--- config.mk ---
export PLATFORM = sky130hd
export DESIGN_NAME = ccr_bank
export DESIGN_NICKNAME = d
export VERILOG_FILES = /design/src/hdl/ccr_pkg.sv /design/src/hdl/ccr_bank.sv
export SDC_FILE = /design/constraint.sdc
export NUM_CORES = 1
export LEC_CHECK = 0
export BUFFER_PORTS_ARGS = -buffer_cell sky130_fd_sc_hd__buf_2
export CAP_MARGIN = 25
export CORE_MARGIN = 1
export CORE_UTILIZATION = 36
export CTS_BUF_LIST = sky130_fd_sc_hd__clkbuf_8
export CTS_CLUSTER_DIAMETER = 40
export CTS_CLUSTER_SIZE = 10
export DETAILED_ROUTE_END_ITERATION = 12
export PLACE_DENSITY = 0.62
export SETUP_SLACK_MARGIN = 0.3
export SLEW_MARGIN = 20
export SYNTH_ARGS = -nofsm -noshare
export SYNTH_HDL_FRONTEND = slang
export SYNTH_SLANG_ARGS = --single-unit
--- constraint.sdc ---
create_clock -name clk -period 2.3 [get_ports clk]
set_input_delay 0.115 -clock clk [delete_from_list [all_inputs] [get_ports clk]]
set_output_delay 0.115 -clock clk [all_outputs]
set_load 0.02 [all_outputs]
--- src/hdl/ccr_pkg.sv ---
// Constants of the clock control register bank: map, fields, reset values, timing.
// Assumes a 250 MHz bus clock and byte addresses on an AXI4-Lite slave port.
package ccr_pkg;
	localparam int          ADDR_W           = 32;
	localparam int          DATA_W           = 32;
	localparam int          TRIM_W           = 5;
	localparam int          CAL_W            = 8;
	localparam int          IRQ_W            = 2;
	localparam int          GEN_COUNT        = 8;
	localparam logic [31:0] ADDR_CTRL        = 32'h40021000;
	localparam logic [31:0] ADDR_IRQ_STATUS  = 32'h40021030;
	localparam logic [31:0] ADDR_IRQ_MASK    = 32'h40021034;
	localparam logic [31:0] GEN_ADDR [GEN_COUNT] = '{
		32'h40021004, 32'h40021008, 32'h4002100C, 32'h40021010,
		32'h40021014, 32'h40021018, 32'h4002101C, 32'h40021024};
	localparam logic [31:0] GEN_RESET [GEN_COUNT] = '{
		32'h00000020, 32'h00000000, 32'h00000000, 32'h00000000,
		32'h00000004, 32'h00000000, 32'h00000000, 32'h0C000000};
	localparam int          GEN_CFG0         = 0;
	localparam int          GEN_INTR         = 1;
	localparam int          GEN_PB2_RST      = 2;
	localparam int          GEN_PB1_RST      = 3;
	localparam int          GEN_HSB_EN       = 4;
	localparam int          GEN_PB2_EN       = 5;
	localparam int          GEN_PB1_EN       = 6;
	localparam int          CTL_RC_EN_BIT    = 0;
	localparam int          CTL_RC_OK_BIT    = 1;
	localparam int          CTL_TRIM_LSB     = 3;
	localparam int          CTL_CAL_LSB      = 8;
	localparam int          CTL_PLL_EN_BIT   = 24;
	localparam int          CTL_PLL_LOCK_BIT = 25;
	localparam int          CFG0_PLL_SEL_BIT = 1;
	localparam int          IRQ_RC_READY_BIT = 0;
	localparam int          IRQ_PLL_LOCK_BIT = 1;
	localparam logic        RC_EN_RESET      = 1'b1;
	localparam logic        RC_OK_RESET      = 1'b1;
	localparam logic [4:0]  TRIM_RESET       = 5'h10;
	localparam logic [31:0] CTRL_WR_MASK     = 32'h010000F9;
	localparam logic [31:0] CTRL_RD_MASK     = 32'h0300FFFB;
	localparam logic [1:0]  RESP_OKAY        = 2'h0;
	localparam logic [1:0]  RESP_DECERR      = 2'h3;
	localparam int          CLK_FREQ_KHZ     = 250000;
	localparam int          FAST_RC_FREQ_KHZ = 24000;
	localparam int          FAST_RC_CYC      =
		(CLK_FREQ_KHZ + FAST_RC_FREQ_KHZ - 1) / FAST_RC_FREQ_KHZ;
	localparam int          FAST_RC_DRAIN    = 6;
endpackage

--- src/hdl/ccr_bank.sv ---
// Clock control register bank: oscillator and PLL control, peripheral clock registers.
// Assumes an AXI4-Lite master on clk; oscillator and lock status pins are asynchronous,
// standby pulses and the calibration fuse value come from logic on clk.
//
// The AXI4-Lite slave port is this design's own decision.
`timescale 1ns/1ps
module ccr_bank #(
	parameter int DRAIN_CYCLES = ccr_pkg::FAST_RC_DRAIN
) (
	input  wire logic                        clk,
	input  wire logic                        rst_b,
	input  wire logic [ccr_pkg::ADDR_W-1:0]  awaddr,
	input  wire logic [2:0]                  awprot,
	input  wire logic                        awvalid,
	output logic                             awready,
	input  wire logic [ccr_pkg::DATA_W-1:0]  wdata,
	input  wire logic [3:0]                  wstrb,
	input  wire logic                        wvalid,
	output logic                             wready,
	output logic [1:0]                       bresp,
	output logic                             bvalid,
	input  wire logic                        bready,
	input  wire logic [ccr_pkg::ADDR_W-1:0]  araddr,
	input  wire logic [2:0]                  arprot,
	input  wire logic                        arvalid,
	output logic                             arready,
	output logic [ccr_pkg::DATA_W-1:0]       rdata,
	output logic [1:0]                       rresp,
	output logic                             rvalid,
	input  wire logic                        rready,
	input  wire logic                        fastRcOkPin,
	input  wire logic                        pllLockPin,
	input  wire logic                        standbyEnter,
	input  wire logic                        standbyExit,
	input  wire logic [ccr_pkg::CAL_W-1:0]   fastRcCalFuse,
	output logic                             fastRcEnable,
	output logic [ccr_pkg::TRIM_W-1:0]       fastRcTrim,
	output logic [ccr_pkg::CAL_W-1:0]        fastRcCal,
	output logic                             pllEnable,
	output logic                             sysClkFromPll,
	output logic                             irq,
	output logic [ccr_pkg::DATA_W-1:0]       clkConfig0,
	output logic [ccr_pkg::DATA_W-1:0]       hsbClkEnable,
	output logic [ccr_pkg::DATA_W-1:0]       pb2ClkEnable,
	output logic [ccr_pkg::DATA_W-1:0]       pb1ClkEnable,
	output logic [ccr_pkg::DATA_W-1:0]       pb2Reset,
	output logic [ccr_pkg::DATA_W-1:0]       pb1Reset
);
	import ccr_pkg::*;

	generate
		if (DRAIN_CYCLES < 1 || DRAIN_CYCLES > 7) begin : g_chk
			$error("DRAIN_CYCLES must lie in 1..7");
		end
	endgenerate

	logic [31:0]       wrAddr_r;
	logic [31:0]       wrData_r;
	logic [3:0]        wrStrb_r;
	logic              doWrite;
	logic [31:0]       genReg_r [GEN_COUNT];
	logic              rcEn_r;
	logic              rcOk_r;
	logic [TRIM_W-1:0] trim_r;
	logic [CAL_W-1:0]  cal_r;
	logic              calLoaded_r;
	logic              pllEn_r;
	logic              pllLocked_r;
	logic [1:0]        okSync_r;
	logic [1:0]        lockSync_r;
	logic [3:0]        tickCnt_r;
	logic              fastTick;
	logic [2:0]        drainCnt_r;
	logic              rcOkPrev_r;
	logic              lockPrev_r;
	logic [IRQ_W-1:0]  irqStatus_r;
	logic [IRQ_W-1:0]  irqMask_r;
	logic [IRQ_W-1:0]  irqStatus_nxt;
	logic [IRQ_W-1:0]  irqEvent;
	logic [31:0]       ctrlWord;
	logic [31:0]       ctrlMerged;
	logic [31:0]       rdWord;
	logic              rdHit;
	logic              wrHit;
	logic              arTake;

	function automatic logic [31:0] mergeBytes(input logic [31:0] oldV,
			input logic [31:0] newV, input logic [3:0] strb);
		logic [31:0] res;
		res = oldV;
		for (int b = 0; b < 4; b++) begin
			if (strb[b]) begin
				res[b*8 +: 8] = newV[b*8 +: 8];
			end
		end
		return res;
	endfunction

	// Write channel: address and data are caught in either order, then applied together
	assign doWrite = !awready && !wready && !bvalid;

	always_ff @(posedge clk or negedge rst_b) begin
		if (!rst_b) begin
			awready  <= 1'b1;
			wready   <= 1'b1;
			bvalid   <= 1'b0;
			bresp    <= RESP_OKAY;
			wrAddr_r <= '0;
			wrData_r <= '0;
			wrStrb_r <= '0;
		end else begin
			if (awvalid && awready) begin
				awready  <= 1'b0;
				wrAddr_r <= awaddr;
			end
			if (wvalid && wready) begin
				wready   <= 1'b0;
				wrData_r <= wdata;
				wrStrb_r <= wstrb;
			end
			if (doWrite) begin
				bvalid <= 1'b1;
				bresp  <= wrHit ? RESP_OKAY : RESP_DECERR;
			end
			if (bvalid && bready) begin
				bvalid  <= 1'b0;
				awready <= 1'b1;
				wready  <= 1'b1;
			end
		end
	end

	always_comb begin
		wrHit = (wrAddr_r == ADDR_CTRL) || (wrAddr_r == ADDR_IRQ_STATUS) ||
			(wrAddr_r == ADDR_IRQ_MASK);
		for (int i = 0; i < GEN_COUNT; i++) begin
			if (wrAddr_r == GEN_ADDR[i]) begin
				wrHit = 1'b1;
			end
		end
	end

	// Plain storage registers; only the CFG0 PLL select bit is decoded here, for sysClkFromPll
	generate
		for (genvar g = 0; g < GEN_COUNT; g++) begin : g_gen
			always_ff @(posedge clk or negedge rst_b) begin
				if (!rst_b) begin
					genReg_r[g] <= GEN_RESET[g];
				end else if (doWrite && wrAddr_r == GEN_ADDR[g]) begin
					genReg_r[g] <= mergeBytes(genReg_r[g], wrData_r, wrStrb_r);
				end
			end
		end
	endgenerate

	always_comb begin
		ctrlWord = '0;
		ctrlWord[CTL_RC_EN_BIT] = rcEn_r;
		ctrlWord[CTL_RC_OK_BIT] = rcOk_r;
		ctrlWord[CTL_TRIM_LSB +: TRIM_W] = trim_r;
		ctrlWord[CTL_CAL_LSB +: CAL_W] = cal_r;
		ctrlWord[CTL_PLL_EN_BIT] = pllEn_r;
		ctrlWord[CTL_PLL_LOCK_BIT] = pllLocked_r;
	end

	// Only writable fields are taken from the merge
	assign ctrlMerged = mergeBytes(ctrlWord, wrData_r, wrStrb_r) & CTRL_WR_MASK;

	// Standby pulses override a software write in the same cycle
	always_ff @(posedge clk or negedge rst_b) begin
		if (!rst_b) begin
			rcEn_r  <= RC_EN_RESET;
			trim_r  <= TRIM_RESET;
			pllEn_r <= 1'b0;
		end else begin
			if (doWrite && wrAddr_r == ADDR_CTRL) begin
				rcEn_r  <= ctrlMerged[CTL_RC_EN_BIT];
				trim_r  <= ctrlMerged[CTL_TRIM_LSB +: TRIM_W];
				pllEn_r <= ctrlMerged[CTL_PLL_EN_BIT];
			end
			if (standbyExit) begin
				rcEn_r <= 1'b1;
			end
			if (standbyEnter) begin
				pllEn_r <= 1'b0;
			end
		end
	end

	// Fuse value is static; caught once after reset release
	always_ff @(posedge clk or negedge rst_b) begin
		if (!rst_b) begin
			cal_r       <= '0;
			calLoaded_r <= 1'b0;
		end else if (!calLoaded_r) begin
			cal_r       <= fastRcCalFuse;
			calLoaded_r <= 1'b1;
		end
	end

	always_ff @(posedge clk or negedge rst_b) begin
		if (!rst_b) begin
			// Held at the stable flag's reset level, so no false ready edge follows reset
			okSync_r   <= {2{RC_OK_RESET}};
			lockSync_r <= '0;
		end else begin
			okSync_r   <= {okSync_r[0], fastRcOkPin};
			lockSync_r <= {lockSync_r[0], pllLockPin};
		end
	end

	// One pulse per oscillator period, rounded up so the drain is never short
	assign fastTick = (tickCnt_r == 4'(FAST_RC_CYC - 1));

	always_ff @(posedge clk or negedge rst_b) begin
		if (!rst_b) begin
			tickCnt_r <= '0;
		end else if (rcEn_r || fastTick) begin
			tickCnt_r <= '0;
		end else begin
			tickCnt_r <= tickCnt_r + 4'h1;
		end
	end

	always_ff @(posedge clk or negedge rst_b) begin
		if (!rst_b) begin
			rcOk_r     <= RC_OK_RESET;
			drainCnt_r <= '0;
		end else if (rcEn_r) begin
			rcOk_r     <= okSync_r[1];
			drainCnt_r <= '0;
		end else if (rcOk_r && fastTick) begin
			if (drainCnt_r == 3'(DRAIN_CYCLES - 1)) begin
				rcOk_r <= 1'b0;
			end
			drainCnt_r <= drainCnt_r + 3'h1;
		end
	end

	always_ff @(posedge clk or negedge rst_b) begin
		if (!rst_b) begin
			pllLocked_r   <= 1'b0;
			sysClkFromPll <= 1'b0;
		end else begin
			pllLocked_r   <= pllEn_r && lockSync_r[1];
			sysClkFromPll <= pllLocked_r && genReg_r[GEN_CFG0][CFG0_PLL_SEL_BIT];
		end
	end

	// Interrupt status: set wins over the read that clears it
	assign arTake = arvalid && arready;
	assign irqEvent[IRQ_RC_READY_BIT] = rcOk_r && !rcOkPrev_r;
	assign irqEvent[IRQ_PLL_LOCK_BIT] = pllLocked_r && !lockPrev_r;

	always_comb begin
		irqStatus_nxt = irqStatus_r;
		if (arTake && araddr == ADDR_IRQ_STATUS) begin
			irqStatus_nxt = '0;
		end
		irqStatus_nxt = irqStatus_nxt | irqEvent;
	end

	always_ff @(posedge clk or negedge rst_b) begin
		if (!rst_b) begin
			rcOkPrev_r  <= RC_OK_RESET;
			lockPrev_r  <= 1'b0;
			irqStatus_r <= '0;
			irqMask_r   <= '0;
			irq         <= 1'b0;
		end else begin
			rcOkPrev_r  <= rcOk_r;
			lockPrev_r  <= pllLocked_r;
			irqStatus_r <= irqStatus_nxt;
			irq         <= |(irqStatus_nxt & irqMask_r);
			if (doWrite && wrAddr_r == ADDR_IRQ_MASK && wrStrb_r[0]) begin
				irqMask_r <= wrData_r[IRQ_W-1:0];
			end
		end
	end

	// Read channel: one-cycle answer, data captured when the address is taken
	always_comb begin
		rdWord = '0;
		rdHit  = 1'b1;
		if (araddr == ADDR_CTRL) begin
			rdWord = ctrlWord & CTRL_RD_MASK;
		end else if (araddr == ADDR_IRQ_STATUS) begin
			rdWord[IRQ_W-1:0] = irqStatus_r;
		end else if (araddr == ADDR_IRQ_MASK) begin
			rdWord[IRQ_W-1:0] = irqMask_r;
		end else begin
			rdHit = 1'b0;
			for (int i = 0; i < GEN_COUNT; i++) begin
				if (araddr == GEN_ADDR[i]) begin
					rdWord = genReg_r[i];
					rdHit  = 1'b1;
				end
			end
		end
	end

	always_ff @(posedge clk or negedge rst_b) begin
		if (!rst_b) begin
			arready <= 1'b1;
			rvalid  <= 1'b0;
			rdata   <= '0;
			rresp   <= RESP_OKAY;
		end else if (arTake) begin
			arready <= 1'b0;
			rvalid  <= 1'b1;
			rdata   <= rdWord;
			rresp   <= rdHit ? RESP_OKAY : RESP_DECERR;
		end else if (rvalid && rready) begin
			rvalid  <= 1'b0;
			arready <= 1'b1;
		end
	end

	assign fastRcEnable = rcEn_r;
	assign fastRcTrim   = trim_r;
	assign fastRcCal    = cal_r;
	assign pllEnable    = pllEn_r;
	assign clkConfig0   = genReg_r[GEN_CFG0];
	assign hsbClkEnable = genReg_r[GEN_HSB_EN];
	assign pb2ClkEnable = genReg_r[GEN_PB2_EN];
	assign pb1ClkEnable = genReg_r[GEN_PB1_EN];
	assign pb2Reset     = genReg_r[GEN_PB2_RST];
	assign pb1Reset     = genReg_r[GEN_PB1_RST];

	// Helper: cycles spent with the oscillator disabled
	logic [7:0] offCnt_r;
	always_ff @(posedge clk or negedge rst_b) begin
		if (!rst_b) begin
			offCnt_r <= '0;
		end else if (rcEn_r) begin
			offCnt_r <= '0;
		end else if (offCnt_r != 8'hFF) begin
			offCnt_r <= offCnt_r + 8'h1;
		end
	end

	localparam int DRAIN_MIN = FAST_RC_DRAIN * FAST_RC_CYC - 1;
endmodule // ccr_bank

==> metrics <==
Yosys top cell area share=49.79%; Clock transition at path regs=0.07 ns; DIE HEIGHT=234.4 um; Synth Warn #=0; DPL Wire Length=slightly above 50000 um; share of layout cells above drive strength 1=53.16%; first-pass GRT wire length=99830 um; layer carrying the most global-route usage=met2; Post-synth EDFFs=0; CP Launch Type=flop; Area contributors post-synth=dfrtp_1, mux2_2, buf_4, dfstp_2, nand2_1; CTS tree=done; clock skew=0.03497 ns; Die X=234.4 um; RSZ-0062 raised after global routing=yes; Synth async-reset ratio=100.0%; GR Util met3=approximately 6.6%; Peak supply drop=557.0 uV; post-DR wirelength/cell=25.30 um; vias in the first global route=about 15000; Die ar.=54960 um^2; post-synth cell types=73; Final Setup Violations=44; # clock sinks=400; synthesized area=roughly 19000 um^2; Final min period=2.346 ns; CP top delay family=simple AND/OR/NAND/NOR gates; Fillers=4839; IO Pins=375; P&R area growth vs syn=30.10%; CP arrival=2.85 ns; core area=52970 um^2; Final Cycle Share=102.0%; Slew Limit Fails=0; Inst Count DP=around 2500; antenna violations before repair=1; post-layout util=47.77%; synthesized area per cell=12.19 um^2; final count of hold timing violations=0; fin cells=2749; Power Density=roughly 770 nW/um^2; design area=25300 um^2; GR Util met2=38.71%; all-layer global routing usage=24.93%; Max Cap Viol=0; setup ws final=-0.04551 ns; WP buf/inv=3; Placed Area=21930 um^2; most frequent cells in the layout=dfrtp_1, buf_2, mux2_2; Setup WS pre-CTS=-0.2424 ns; initial DRC count=roughly 1000; post-synthesis sequential area ratio=51.55%; met1 Use GR=between 30% and 40%; most used flip-flop cell after synthesis=dfrtp_1; grt ovf=0; Routed Antenna Nets=0; final WL=69550 um; Nets=2136; Worst Setup End Kind=flop; FF+latch count, synth=400; Synth area leader=dfrtp_1; drt pass-1 iters=5; Initial Util=between 30% and 40%; failing checks=negative setup slack; critical path peak fanout=8; port buffer count=368; Leakage=12.87 nW; max_slew headroom=between 30% and 40%; Fmax achieved=426.3 MHz; overall power=around 20 mW; Crit-path slowest cell=dfrtp_1; gpl congestion=between 0.8 and 0.9; highest cell delay on the worst timing path=0.39 ns; vias=14880; syn_nets=1725; Root Driver=clkbuf_8; crit path kind=reg -> reg; status=finished, violations left; # H-tree levels=3; Clock Path Buffers=3; CTS Buf Count=approximately 70; largest net degree at the start of global routing=69; worst-path cell chain=nor4b_2 -> nand3_2 -> buf_6 -> nor4_4 -> buf_4 -> and2_4 -> nand2_4 -> buf_12 -> mux2_2; worst skew pair latency=0.66 ns; vias per cell=5.414; Mapped Cells=1596; CP Data Required Time=2.81 ns; worst slew pin tran=0.9657 ns; Row Count=84; commonest non-fill, non-tap cell in the layout=dfrtp_1; DRC violation count after routing=0; hold crit path type=in -> async
==> worst register-to-register path: cells and delay by family (launching register included) <==
kind          cells  cell delay (ns)
simple gates      5             1.03
flops             1             0.39
buf+inv           3             0.53
mux               1             0.27
==> timing repair <==
item,in CTS,in global routing
gates cloned,0,1
setup endpoints to repair,272,268
hold buffers,89,0
resized for setup,136,43
buffers inserted,9,5
hold endpoints to repair,460,0
pin swaps,15,12
==> report_power, final <==
part	switching [mW]	internal, mW	leakage, nW	total (mW)
sequential	1.54	7.80	5.34	9.34
clock	3.35	4.11	0.809	7.46
combinational	1.27	1.39	6.73	2.66
total	6.16	13.3	12.9	19.5
==> final timing paths <==
path                                              start                            to  slack (ns)  depth (start not counted)
worst max-delay path            wrAddr_r[1]$_DFFE_PN0P_  hsbClkEnable[22]$_DFFE_PN0P_       -0.05                          9
worst min-delay path                              rst_b    clkConfig0[27]$_DFFE_PN0P_        0.08                          2
worst max register to register  wrAddr_r[1]$_DFFE_PN0P_  hsbClkEnable[22]$_DFFE_PN0P_       -0.05                          9
worst min register to register  lockSync_r[0]$_DFF_PN0_       lockSync_r[1]$_DFF_PN0_        0.36                          0
max in group asynchronous                         rst_b         okSync_r[1]$_DFF_PN1_        1.38                          3
min in group clk                            fastRcOkPin         okSync_r[0]$_DFF_PN1_        0.10                          2
==> per-layer routing <==
layer	wire [um]	up-vias
met2	32390	632
met1	28490	7646
met5	0	-
li1	-	6478
met4	2878	0
met3	5799	128
==> cell usage after synthesis, drive strengths merged, types with 10 or more instances <==
| master | number |
|---|---|
| a21oi | 30 |
| a221oi | 25 |
| a22o | 19 |
| a22oi | 21 |
| a31oi | 13 |
| and2 | 17 |
| and3 | 16 |
| buf | 223 |
| clkbuf | 46 |
| dfrtp | 387 |
| dfstp | 13 |
| inv | 13 |
| mux2 | 351 |
| nand2 | 80 |
| nand2b | 10 |
| nand3 | 17 |
| nand4 | 15 |
| nor2 | 51 |
| nor3 | 27 |
| nor4 | 21 |
| o21a | 10 |
| o21ai | 40 |
| o22ai | 44 |
| or3 | 11 |
==> per-stage QoR <==
stage                      TNS, ns  hold WS (ns)
after floorplan                  0       -0.1806
after global placement      -18.08        0.1477
after detailed placement    -27.52        0.1582
after CTS                 -0.01256       0.04059
after global routing        -19.48       0.07741
final                      -0.8509       0.07658
==> state kept, by name, indices dropped and copies added, names as in the netlist, 5 cells and up <==
register	cells
clkConfig0	32
pb2Reset	32
hsbClkEnable	32
pb1ClkEnable	32
wrAddr_r	32
fastRcCal	8
fastRcTrim	5
genReg_r	64
rdata	32
pb1Reset	32
pb2ClkEnable	32
wrData_r	32
==> final cells by class <==
| class | count | area, um^2 | share of cell area, % |
|---|---|---|---|
| timing repair buffer | 606 | 4383 | 17.32 |
| multi-input combinational | 914 | 8384 | 33.13 |
| clock inverter | 40 | 401.6 | 1.587 |
| sequential | 400 | 10030 | 39.62 |
| clock buffer | 87 | 1197 | 4.732 |
| antenna | 1 | 2.502 | 0.009889 |
| inverter | 13 | 48.80 | 0.1928 |
| tap | 688 | 860.8 | 3.402 |
==> kinds of logic (layout without fill, tap and decap cells) <==
| group | Yosys count | in the layout | synth area share, % |
|---|---|---|---|
| flops | 400 | 400 | 51.55 |
| simple gates | 302 | 302 | 9.276 |
| compound gates | 250 | 250 | 8.845 |
| other cells | 1 | 2 | 0.01928 |
| fa+ha+maj | 4 | 4 | 0.2573 |
| buf+inv | 282 | 746 | 9.450 |
| xor+xnor | 4 | 4 | 0.1802 |
| mux | 353 | 353 | 20.42 |
(Power assumes the default switching activity.)
